### config.mk
export PLATFORM = sky130hd
export DESIGN_NAME = mie_exec
export DESIGN_NICKNAME = d
export VERILOG_FILES = /design/src/hdl/mie_pkg.sv /design/src/hdl/mie_exec.sv /design/src/hdl/mie_sub.sv
export VERILOG_INCLUDE_DIRS = /design/src /design/src/hdl
export SDC_FILE = /design/constraint.sdc
export NUM_CORES = 1
export LEC_CHECK = 0
export BUFFER_PORTS_ARGS = -buffer_cell sky130_fd_sc_hd__clkbuf_2
export CORE_UTILIZATION = 54
export CTS_CLUSTER_DIAMETER = 40
export CTS_CLUSTER_SIZE = 20
export DETAILED_ROUTE_END_ITERATION = 6
export HOLD_SLACK_MARGIN = 0.1
export PLACE_DENSITY_LB_ADDON = 0.08
export SYNTH_ARGS = -nofsm -noshare
export SYNTH_HDL_FRONTEND = slang
export SYNTH_SLANG_ARGS = --single-unit
### constraint.sdc
create_clock -name pclk -period 4.1 [get_ports pclk]
set_input_delay 0.82 -clock pclk [delete_from_list [all_inputs] [get_ports pclk]]
set_output_delay 0.82 -clock pclk [all_outputs]
set_load 0.02 [all_outputs]
### src/hdl/mie_regs.svh
// Constants for the second-half instruction executor: opcode fields,
// flag positions, reset values and register indices.
// Assumes inclusion by bare name from package and design files.
`ifndef MIE_REGS_SVH
`define MIE_REGS_SVH

// APB register byte offsets
`define MIE_OFF_CTRL    12'h000
`define MIE_OFF_INSTR   12'h004
`define MIE_OFF_ACC     12'h008
`define MIE_OFF_STATUS  12'h00c
`define MIE_OFF_FADDR   12'h010
`define MIE_OFF_FDATA   12'h014
`define MIE_OFF_OPTION  12'h018
`define MIE_OFF_DIR5    12'h01c
`define MIE_OFF_DIR6    12'h020
`define MIE_OFF_DIR7    12'h024
`define MIE_OFF_PC      12'h028
`define MIE_OFF_STACK   12'h02c
`define MIE_OFF_INTERRUPT_CONTROL_REG  12'h030

// Status and interrupt control flag positions
`define MIE_ST_C        0
`define MIE_ST_DC       1
`define MIE_ST_Z        2
`define MIE_ST_PD       3
`define MIE_ST_TO       4
`define MIE_GIE_BIT     7

// Control register bits
`define MIE_CTRL_BUSY   0
`define MIE_CTRL_SLEEP  1

// Reset values
`define MIE_RST_STATUS  8'h18
`define MIE_RST_OPTION  8'hff
`define MIE_RST_DIR     8'hff
`define MIE_RST_BYTE    8'h00
`define MIE_RST_PC      13'h0000

// Fixed opcodes and opcode masks
`define MIE_OP_RETFI    14'h0009
`define MIE_OP_RET      14'h0008
`define MIE_OP_OPTLD    14'h0062
`define MIE_OP_PDOWN    14'h0063
`define MIE_OP_DIRHI    11'h00c
`define MIE_OP_STORE    7'h01
`define MIE_OP_IOR      4'h4
`define MIE_OP_XOR      4'h6
`define MIE_OP_SUBF     4'h2
`define MIE_OP_COPY     4'h8
`define MIE_OP_RR       4'hc
`define MIE_OP_RL       4'hd
`define MIE_OP_SWAP     4'he
`define MIE_LIT_LOAD    4'hc
`define MIE_LIT_RET     4'hd
`define MIE_LIT_SUB     3'h6
`define MIE_LIT_XOR     4'ha
`define MIE_DIR_LO      3'h5
`define MIE_DIR_HI      3'h7
`define MIE_STK_DEPTH   8

`endif

### src/hdl/mie_pkg.sv
// Types for the second-half instruction executor.
// Assumes mie_regs.svh is on the include path.
package mie_pkg;
`include "mie_regs.svh"

   typedef enum logic [1:0] {
      MIE_IDLE   = 2'b00,
      MIE_EXEC   = 2'b01,
      MIE_RET2   = 2'b10,
      MIE_ASLEEP = 2'b11
   } mie_state_t;

   typedef struct packed {
      logic [7:0] res;
      logic       c;
      logic       dc;
   } mie_alu_out_t;

   typedef struct packed {
      mie_state_t  state;
      logic [13:0] instr;
      logic [7:0]  acc;
      logic [7:0]  status;
      logic [7:0]  interrupt_control_reg;
      logic [7:0]  option;
      logic [7:0]  dir5;
      logic [7:0]  dir6;
      logic [7:0]  dir7;
      logic [12:0] pc;
      logic [2:0]  sp;
      logic        wdt_clr;
      logic [31:0] prdata;
   } mie_core_t;
endpackage

### src/hdl/mie_exec.sv
// Executor for the second half of a 14-bit instruction set, APB slave.
// Assumes a single 250 MHz clock and software feeding one opcode at a time.
//
// Summary of operation
// - Destination bit 0 writes accumulator, 1 writes back the file register.
// - OR accumulator with file register, only zero flag updated.
// - Copy file register to destination, zero flag updated.
// - Store accumulator into file register, flags unchanged.
// - Return from interrupt pops stack, sets global enable, two cycles.
// - Legacy option load copies accumulator into option register.
// - Return with literal loads accumulator, pops stack, two cycles.
// - Plain return pops stack in two cycles, nothing else touched.
// - Rotate left through carry into selected destination.
// - Power-down clears powerdown flag, sets timeout, clears watchdog, stops.
// - Both subtracts compute by two's complement, update carry, nibble, zero.
// - Nibble exchange into selected destination, flags unchanged.
// - XOR literal with accumulator, zero flag updated.
// - XOR accumulator with file register, zero flag updated.
// - Legacy direction load for operands five to seven only.
//
// Register access over APB and the register offsets were left to the implementer.
`timescale 1ns/1ps
module mie_exec
   import mie_pkg::*;
#(
   parameter int STK = `MIE_STK_DEPTH
) (
   input wire logic pclk,
   input wire logic presetn,
   input wire logic clk_en,
   input wire logic psel,
   input wire logic penable,
   input wire logic pwrite,
   input wire logic [11:0] paddr,
   input wire logic [31:0] pwdata,
   output logic [31:0] prdata,
   output logic pready,
   output logic pslverr,
   output logic [6:0] file_addr,
   input wire logic [7:0] file_rdata,
   output logic [7:0] file_wdata,
   output logic file_we,
   output logic [12:0] program_counter,
   output logic [12:0] stack_top,
   output logic watchdog_clear,
   output logic osc_stop,
   output logic global_irq_enable
);
   mie_core_t r_ff, nxt_r;
   logic [12:0] stack_mem [STK];
   logic [12:0] stack_wdata;
   logic stack_we;
   logic [2:0] sp_m1;
   mie_alu_out_t sub_out;
   logic [7:0] sub_min;
   logic acc_wr, bus_wr, bus_rd;
   logic [7:0] res;
   logic [3:0] op4;
   logic dbit;

   assign op4 = r_ff.instr[11:8];
   assign dbit = r_ff.instr[7];
   assign sp_m1 = r_ff.sp - 3'h1;
   assign bus_wr = psel && penable && pwrite;
   assign bus_rd = psel && !penable && !pwrite;
   assign sub_min = (r_ff.instr[13:12] == 2'b11) ? r_ff.instr[7:0]
                                                  : file_rdata;

   mie_sub #(.W(8)) u_sub (
      .minuend(sub_min),
      .subtrahend(r_ff.acc),
      .result(sub_out)
   );

   // ==========================================================
   // Stack memory, written only from the bus for test preload
   // ==========================================================
   assign stack_we = clk_en && bus_wr && (paddr == `MIE_OFF_STACK)
                     && r_ff.state == MIE_IDLE;
   assign stack_wdata = pwdata[12:0];
   always_ff @(posedge pclk) begin
      if (stack_we) begin
         stack_mem[r_ff.sp] <= stack_wdata;
      end
   end

   // ==========================================================
   // Execute and bus decode
   // ==========================================================
   always_comb begin
      nxt_r = r_ff;
      nxt_r.wdt_clr = 1'b0;
      file_addr = r_ff.instr[6:0];
      file_wdata = 8'h00;
      file_we = 1'b0;
      res = 8'h00;
      acc_wr = 1'b0;
      case (r_ff.state)
         MIE_IDLE: begin
         end
         MIE_EXEC: begin
            nxt_r.state = MIE_IDLE;
            nxt_r.pc = r_ff.pc + 13'h0001;
            if (r_ff.instr[13:12] == 2'b00) begin
               if (r_ff.instr[11:7] == 5'h01) begin
                  file_wdata = r_ff.acc;
                  file_we = 1'b1;
               end else if (r_ff.instr == `MIE_OP_RETFI) begin
                  nxt_r.interrupt_control_reg[`MIE_GIE_BIT] = 1'b1;
                  nxt_r.state = MIE_RET2;
               end else if (r_ff.instr == `MIE_OP_RET) begin
                  nxt_r.state = MIE_RET2;
               end else if (r_ff.instr == `MIE_OP_OPTLD) begin
                  nxt_r.option = r_ff.acc;
               end else if (r_ff.instr == `MIE_OP_PDOWN) begin
                  nxt_r.status[`MIE_ST_PD] = 1'b0;
                  nxt_r.status[`MIE_ST_TO] = 1'b1;
                  nxt_r.wdt_clr = 1'b1;
                  nxt_r.state = MIE_ASLEEP;
               end else if (r_ff.instr[13:3] == `MIE_OP_DIRHI &&
                            r_ff.instr[2:0] >= `MIE_DIR_LO) begin
                  case (r_ff.instr[2:0])
                     3'h5: nxt_r.dir5 = r_ff.acc;
                     3'h6: nxt_r.dir6 = r_ff.acc;
                     default: nxt_r.dir7 = r_ff.acc;
                  endcase
               end else if (op4 == `MIE_OP_IOR) begin
                  res = r_ff.acc | file_rdata;
                  acc_wr = 1'b1;
                  nxt_r.status[`MIE_ST_Z] = (res == 8'h00);
               end else if (op4 == `MIE_OP_XOR) begin
                  res = r_ff.acc ^ file_rdata;
                  acc_wr = 1'b1;
                  nxt_r.status[`MIE_ST_Z] = (res == 8'h00);
               end else if (op4 == `MIE_OP_COPY) begin
                  res = file_rdata;
                  acc_wr = 1'b1;
                  nxt_r.status[`MIE_ST_Z] = (res == 8'h00);
               end else if (op4 == `MIE_OP_SUBF) begin
                  res = sub_out.res;
                  acc_wr = 1'b1;
                  nxt_r.status[`MIE_ST_C] = sub_out.c;
                  nxt_r.status[`MIE_ST_DC] = sub_out.dc;
                  nxt_r.status[`MIE_ST_Z] = (res == 8'h00);
               end else if (op4 == `MIE_OP_RL) begin
                  res = {file_rdata[6:0], r_ff.status[`MIE_ST_C]};
                  acc_wr = 1'b1;
                  nxt_r.status[`MIE_ST_C] = file_rdata[7];
               end else if (op4 == `MIE_OP_RR) begin
                  res = {r_ff.status[`MIE_ST_C], file_rdata[7:1]};
                  acc_wr = 1'b1;
                  nxt_r.status[`MIE_ST_C] = file_rdata[0];
               end else if (op4 == `MIE_OP_SWAP) begin
                  res = {file_rdata[3:0], file_rdata[7:4]};
                  acc_wr = 1'b1;
               end
               // Idle op and unknown encodings fall through untouched
            end else if (r_ff.instr[13:12] == 2'b11) begin
               if (r_ff.instr[13:10] == `MIE_LIT_LOAD) begin
                  nxt_r.acc = r_ff.instr[7:0];
               end else if (r_ff.instr[13:10] == `MIE_LIT_RET) begin
                  nxt_r.acc = r_ff.instr[7:0];
                  nxt_r.state = MIE_RET2;
               end else if (r_ff.instr[11:9] == `MIE_LIT_SUB) begin
                  nxt_r.acc = sub_out.res;
                  nxt_r.status[`MIE_ST_C] = sub_out.c;
                  nxt_r.status[`MIE_ST_DC] = sub_out.dc;
                  nxt_r.status[`MIE_ST_Z] = (sub_out.res == 8'h00);
               end else if (op4 == `MIE_LIT_XOR) begin
                  nxt_r.acc = r_ff.acc ^ r_ff.instr[7:0];
                  nxt_r.status[`MIE_ST_Z] =
                     ((r_ff.acc ^ r_ff.instr[7:0]) == 8'h00);
               end
            end
            if (acc_wr) begin
               if (dbit) begin
                  file_wdata = res;
                  file_we = 1'b1;
               end else begin
                  nxt_r.acc = res;
               end
            end
         end
         MIE_RET2: begin
            // Second cycle of a return: pop into the counter
            nxt_r.pc = stack_mem[sp_m1];
            nxt_r.sp = sp_m1;
            nxt_r.state = MIE_IDLE;
         end
         MIE_ASLEEP: begin
            // Only a bus write clearing the control sleep bit wakes the core
         end
         default: nxt_r.state = MIE_IDLE;
      endcase

      // APB writes; an instruction is accepted only while idle
      if (bus_wr) begin
         if (paddr == `MIE_OFF_INSTR) begin
            if (r_ff.state == MIE_IDLE) begin
               nxt_r.instr = pwdata[13:0];
               nxt_r.state = MIE_EXEC;
            end
         end else if (paddr == `MIE_OFF_CTRL) begin
            if (r_ff.state == MIE_ASLEEP && !pwdata[`MIE_CTRL_SLEEP]) begin
               nxt_r.state = MIE_IDLE;
            end
         end else if (paddr == `MIE_OFF_ACC) begin
            nxt_r.acc = pwdata[7:0];
         end else if (paddr == `MIE_OFF_STATUS) begin
            nxt_r.status = pwdata[7:0];
         end else if (paddr == `MIE_OFF_PC) begin
            nxt_r.pc = pwdata[12:0];
         end else if (paddr == `MIE_OFF_STACK) begin
            if (r_ff.state == MIE_IDLE) begin
               nxt_r.sp = r_ff.sp + 3'h1;
            end
         end else if (paddr == `MIE_OFF_INTERRUPT_CONTROL_REG) begin
            nxt_r.interrupt_control_reg = pwdata[7:0];
         end
      end

      // Read data is latched in setup so it is stable in access
      if (bus_rd) begin
         nxt_r.prdata = 32'h0000_0000;
         if (paddr == `MIE_OFF_CTRL) begin
            nxt_r.prdata[`MIE_CTRL_BUSY] = (r_ff.state != MIE_IDLE);
            nxt_r.prdata[`MIE_CTRL_SLEEP] = (r_ff.state == MIE_ASLEEP);
         end else if (paddr == `MIE_OFF_INSTR) begin
            nxt_r.prdata[13:0] = r_ff.instr;
         end else if (paddr == `MIE_OFF_ACC) begin
            nxt_r.prdata[7:0] = r_ff.acc;
         end else if (paddr == `MIE_OFF_STATUS) begin
            nxt_r.prdata[7:0] = r_ff.status;
         end else if (paddr == `MIE_OFF_OPTION) begin
            nxt_r.prdata[7:0] = r_ff.option;
         end else if (paddr == `MIE_OFF_DIR5) begin
            nxt_r.prdata[7:0] = r_ff.dir5;
         end else if (paddr == `MIE_OFF_DIR6) begin
            nxt_r.prdata[7:0] = r_ff.dir6;
         end else if (paddr == `MIE_OFF_DIR7) begin
            nxt_r.prdata[7:0] = r_ff.dir7;
         end else if (paddr == `MIE_OFF_PC) begin
            nxt_r.prdata[12:0] = r_ff.pc;
         end else if (paddr == `MIE_OFF_STACK) begin
            nxt_r.prdata[12:0] = stack_mem[sp_m1];
         end else if (paddr == `MIE_OFF_INTERRUPT_CONTROL_REG) begin
            nxt_r.prdata[7:0] = r_ff.interrupt_control_reg;
         end
      end
   end

   always_ff @(posedge pclk or negedge presetn) begin
      if (!presetn) begin
         r_ff.state <= MIE_IDLE;
         r_ff.instr <= 14'h0000;
         r_ff.acc <= `MIE_RST_BYTE;
         r_ff.status <= `MIE_RST_STATUS;
         r_ff.interrupt_control_reg <= `MIE_RST_BYTE;
         r_ff.option <= `MIE_RST_OPTION;
         r_ff.dir5 <= `MIE_RST_DIR;
         r_ff.dir6 <= `MIE_RST_DIR;
         r_ff.dir7 <= `MIE_RST_DIR;
         r_ff.pc <= `MIE_RST_PC;
         r_ff.sp <= 3'h0;
         r_ff.wdt_clr <= 1'b0;
         r_ff.prdata <= 32'h0000_0000;
      end else if (clk_en) begin
         r_ff <= nxt_r;
      end
   end

   // ==========================================================
   // Outputs
   // ==========================================================
   assign prdata = r_ff.prdata;
   assign pready = 1'b1;
   assign pslverr = 1'b0;
   assign program_counter = r_ff.pc;
   assign stack_top = stack_mem[sp_m1];
   assign watchdog_clear = r_ff.wdt_clr;
   assign osc_stop = (r_ff.state == MIE_ASLEEP);
   assign global_irq_enable = r_ff.interrupt_control_reg[`MIE_GIE_BIT];
endmodule

### src/hdl/mie_sub.sv
// Two's-complement subtractor: minuend minus accumulator.
// Assumes purely combinational use inside the executor.
`timescale 1ns/1ps
module mie_sub
   import mie_pkg::*;
#(
   parameter int W = 8
) (
   input wire logic [W-1:0] minuend,
   input wire logic [W-1:0] subtrahend,
   output mie_alu_out_t result
);
   logic [W:0] full;
   logic [4:0] low;

   always_comb begin
      full = {1'b0, minuend} + {1'b0, ~subtrahend} + {{W{1'b0}}, 1'b1};
      low = {1'b0, minuend[3:0]} + {1'b0, ~subtrahend[3:0]} + 5'h01;
      result.res = full[W-1:0];
      // No borrow shows as carry set
      result.c = full[W];
      result.dc = low[4];
   end
endmodule
==> impl_metrics.ini <==
[critical_path]
cp_data_required_time_ns = 3.28
worstPathMaxFanout = 3
ff2ff_path_depth = 11
slowest_delay_ns = 0.48
r2r_slack_ns = 0.94
path_cells = nand2_1, mux2i_1, ha_1, fa_2, nor2b_4, o21ai_2, or3b_1, a21oi_1, or4_4, o31ai_4, buf_6
start_kind = flip-flop
crit_type = reg -> out
arrival_ns = 3.12
critPathSlowestCell = or4_4
r2r-end = r_ff[91]$_DFFE_PN0P_
cp-end-kind = output pin
reg2reg_from = r_ff[117]$_DFFE_PN0P_
setup.worst_path.end = file_wdata[4]
cp-startpoint = r_ff[117]$_DFFE_PN0P_

[cts]
cts_max_level = 1
cts_tree = built
root_buffer = clkbuf_16
clk_transition_reported_paths_ns = 0.06
clk-insertion-delay-late_ns = 0.56
ctsHoldBuffers = 0
clk_path_buf_depth = 3
cts_sinks = 207
numCtsBuffers = 28

[pwr]
switchingPower_mw = 1.78
clock_power_share = 0.421
ir_drop_v = 0.000380
total_leakage_power_nw = 5.57
p_sw_frac = 0.300
internal_power_mw = 4.15
power.share.combinational = 0.191
sequentialPowerShare = 0.389
power.density_nw_per_um2 = 409

[drt]
wl_met3_um = 3750
drtIter0Drc = 962
avgRoutedWirePerCell_um = 23.9
routed.top_layer = met4
num_vias = 10629
firstDrtPassIters = 5
drc = 0
totalWireLength_um = 39600
viasPerCell = 6.42
wl_met1_um = 17600
ant_nets = 0
dr_wl_met2_um = 16800

[finish]
drive_gt1_frac = 0.275
final_area_um2 = 14500
syn_to_final_growth_pct = 13.7
final_common_cell = nand2_1
final_cell_mix = nand2_1 (127), o21ai_0 (114), edfxtp_1 (104)
num_antenna_cells = 0
nets = 1403

[logic_synthesis]
avgSynthCellArea_um2 = 10.2
synthFlopType = edfxtp_1
synth_edf_count = 104
synth_area_um2 = 12800
ys_async_sr_fraction = 0.498
yosysWarnings = 0
ys_seq_area_frac = 0.450
yosysUniqueCellTypes = 94
syn_inst = 1251
synth.ff_latch_count = 207

[die]
die_y_um = 156
num_rows = 55
start_util = 0.557
core_um2 = 22900
dieArea_um2 = 24300
io_pins = 137
fp.dieW_um = 156

[sta]
slew_viol_final = 0
tightest_slew_ns = 1.07
finalCriticalPeriod_ns = 3.94
relSlewSlack = 0.284
final.period_utilization = 0.961
fmax_ghz = 0.254
fin_skew_ns = 0.0218
fin_ws_ns = 0.160
hold_violations = 0
setup_viol = 0

[global_routing]
grt_pass1_wl_um = 59900
grt_pass1_vias = 10074
grtUsageTotal = 0.329
antenna_found_initial = 0
grt_overflow_total = 0
grt_max_degree = 58

[run_status]
status = finished, final reports clean

[placed_design]
place_area_um2 = 13400
dp_hpwl_um = 28500
dp_slack_ns = -0.0433
gp_congestion = 0.973
numPortBuffers = 98

[flow_run]
maxCapViolCount = 0

[min_path]
hold_path.class = in -> async
-- cell families (layout without fill, tap and decap cells) --
kind of cell | count (synthesis) | count (layout) | synth area share
simple gates | 364 | 364 | 0.150
compound gates | 363 | 363 | 0.186
flops | 207 | 207 | 0.450
buf+inv | 186 | 259 | 0.0770
mux | 86 | 86 | 0.0996
fa+ha+maj | 25 | 25 | 0.0251
xor+xnor | 18 | 18 | 0.0123
other cells | 2 | 20 | 0.000588
-- synthesized netlist by cell type, types with 9 or more instances --
cell type,n,area [µm²]
a21oi_1,66,330
a221oi_1,16,140
a22oi_1,24,180
a32oi_1,12,105
and3_1,11,68.8
buf_2,26,130
buf_4,56,420
clkbuf_1,53,199
dfrtp_1,69,1730
dfstp_2,34,893
edfxtp_1,104,3120
ha_1,24,300
inv_1,38,143
mux2_2,48,541
mux2i_1,10,100
mux4_2,28,631
nand2_1,127,477
nand2b_1,9,56.3
nand3_1,27,135
nand4_1,11,68.8
nor2_1,69,259
nor2b_1,12,75.1
nor3_1,22,110
nor4_1,14,87.6
o211ai_1,11,82.6
o21a_1,11,82.6
o21ai_0,119,596
o22ai_1,9,56.3
xnor2_1,14,123
-- worst min path at each step --
| stage | from | to | depth (start not counted) |
|---|---|---|---|
| 3_3_place_gp | r_ff[93]$_DFFE_PN1P_ | r_ff[93]$_DFFE_PN1P_ | 2 |
| 6_report | presetn | r_ff[84]$_DFFE_PN0P_ | 1 |
| 5_1_grt | presetn | r_ff[84]$_DFFE_PN0P_ | 1 |
| 4_1_cts | presetn | r_ff[83]$_DFFE_PN0P_ | 1 |
| 3_5_place_dp | r_ff[93]$_DFFE_PN1P_ | r_ff[93]$_DFFE_PN1P_ | 2 |
| 2_1_floorplan | r_ff[93]$_DFFE_PN1P_ | r_ff[93]$_DFFE_PN1P_ | 2 |
-- power by group through the flow --
stage	registers (mW)	clock network (mW)	logic [mW]
2_1_floorplan	2.31	0	0.820
4_1_cts	2.30	2.52	1.13
3_5_place_dp	2.34	0	1.12
5_1_grt	2.31	2.60	1.21
3_3_place_gp	2.34	0	1.11
6_report	2.31	2.50	1.13
-- sequential cells by signal, indices dropped and copies added (netlist names) --
| name | flops |
|---|---|
| file_addr | 7 |
| r_ff | 62 |
| program_counter | 13 |
| stack_mem | 104 |
| dbit | 1 |
| prdata | 14 |
| watchdog_clear | 1 |
| op4 | 4 |
| global_irq_enable | 1 |
-- area by class of cell --
type                    instances  area, µm²
clock inverters                21        255
well taps                     313        392
clock buffers                  31        732
flip-flops and latches        207       5750
inverters                      38        143
fillers                      1920       8400
repair buffers                169       1060
multi-input cells             876       6190
-- routing by layer --
layer / global-route usage / vias up
met5: 0 / -
met4: 0.111 / 0
met3: 0.0608 / 107
met2: 0.481 / 582
met1: 0.490 / 5160
li1: - / 4780
-- critical path: cells and delay by family (launching register included) --
kind	cells	cell delay, ns
AO/OA/AOI/OAI	3	0.34
adder cells (fa/ha/maj)	2	0.63
buffers and inverters	1	0.15
flip-flops	1	0.39
multiplexers	1	0.12
AND/OR/NAND/NOR	4	0.96
-- timing repair --
action	CTS	global route
setup buffers	0	4
setup endpoints to repair	3	7
pin swaps	0	7
resized for setup	6	22
-- per-stage QoR --
| step | std cells | hold WS, ns | utilization | total power, mW | setup TNS [ns] |
|---|---|---|---|---|---|
| 2_1_floorplan | 1269 | 0.440 | - | 3.13 | 0 |
| 3_3_place_gp | 1599 | 0.452 | 0.586 | 3.45 | -0.00836 |
| 3_5_place_dp | 1599 | 0.466 | 0.586 | 3.47 | -0.0433 |
| 4_1_cts | 1651 | 0.310 | 0.630 | 5.95 | 0 |
| 5_1_grt | 1655 | 0.341 | 0.633 | 6.12 | -0.0139 |
| 6_report | 1655 | 0.280 | 0.633 | 5.93 | 0 |
Note: power is estimated with default switching activity, not from simulation.
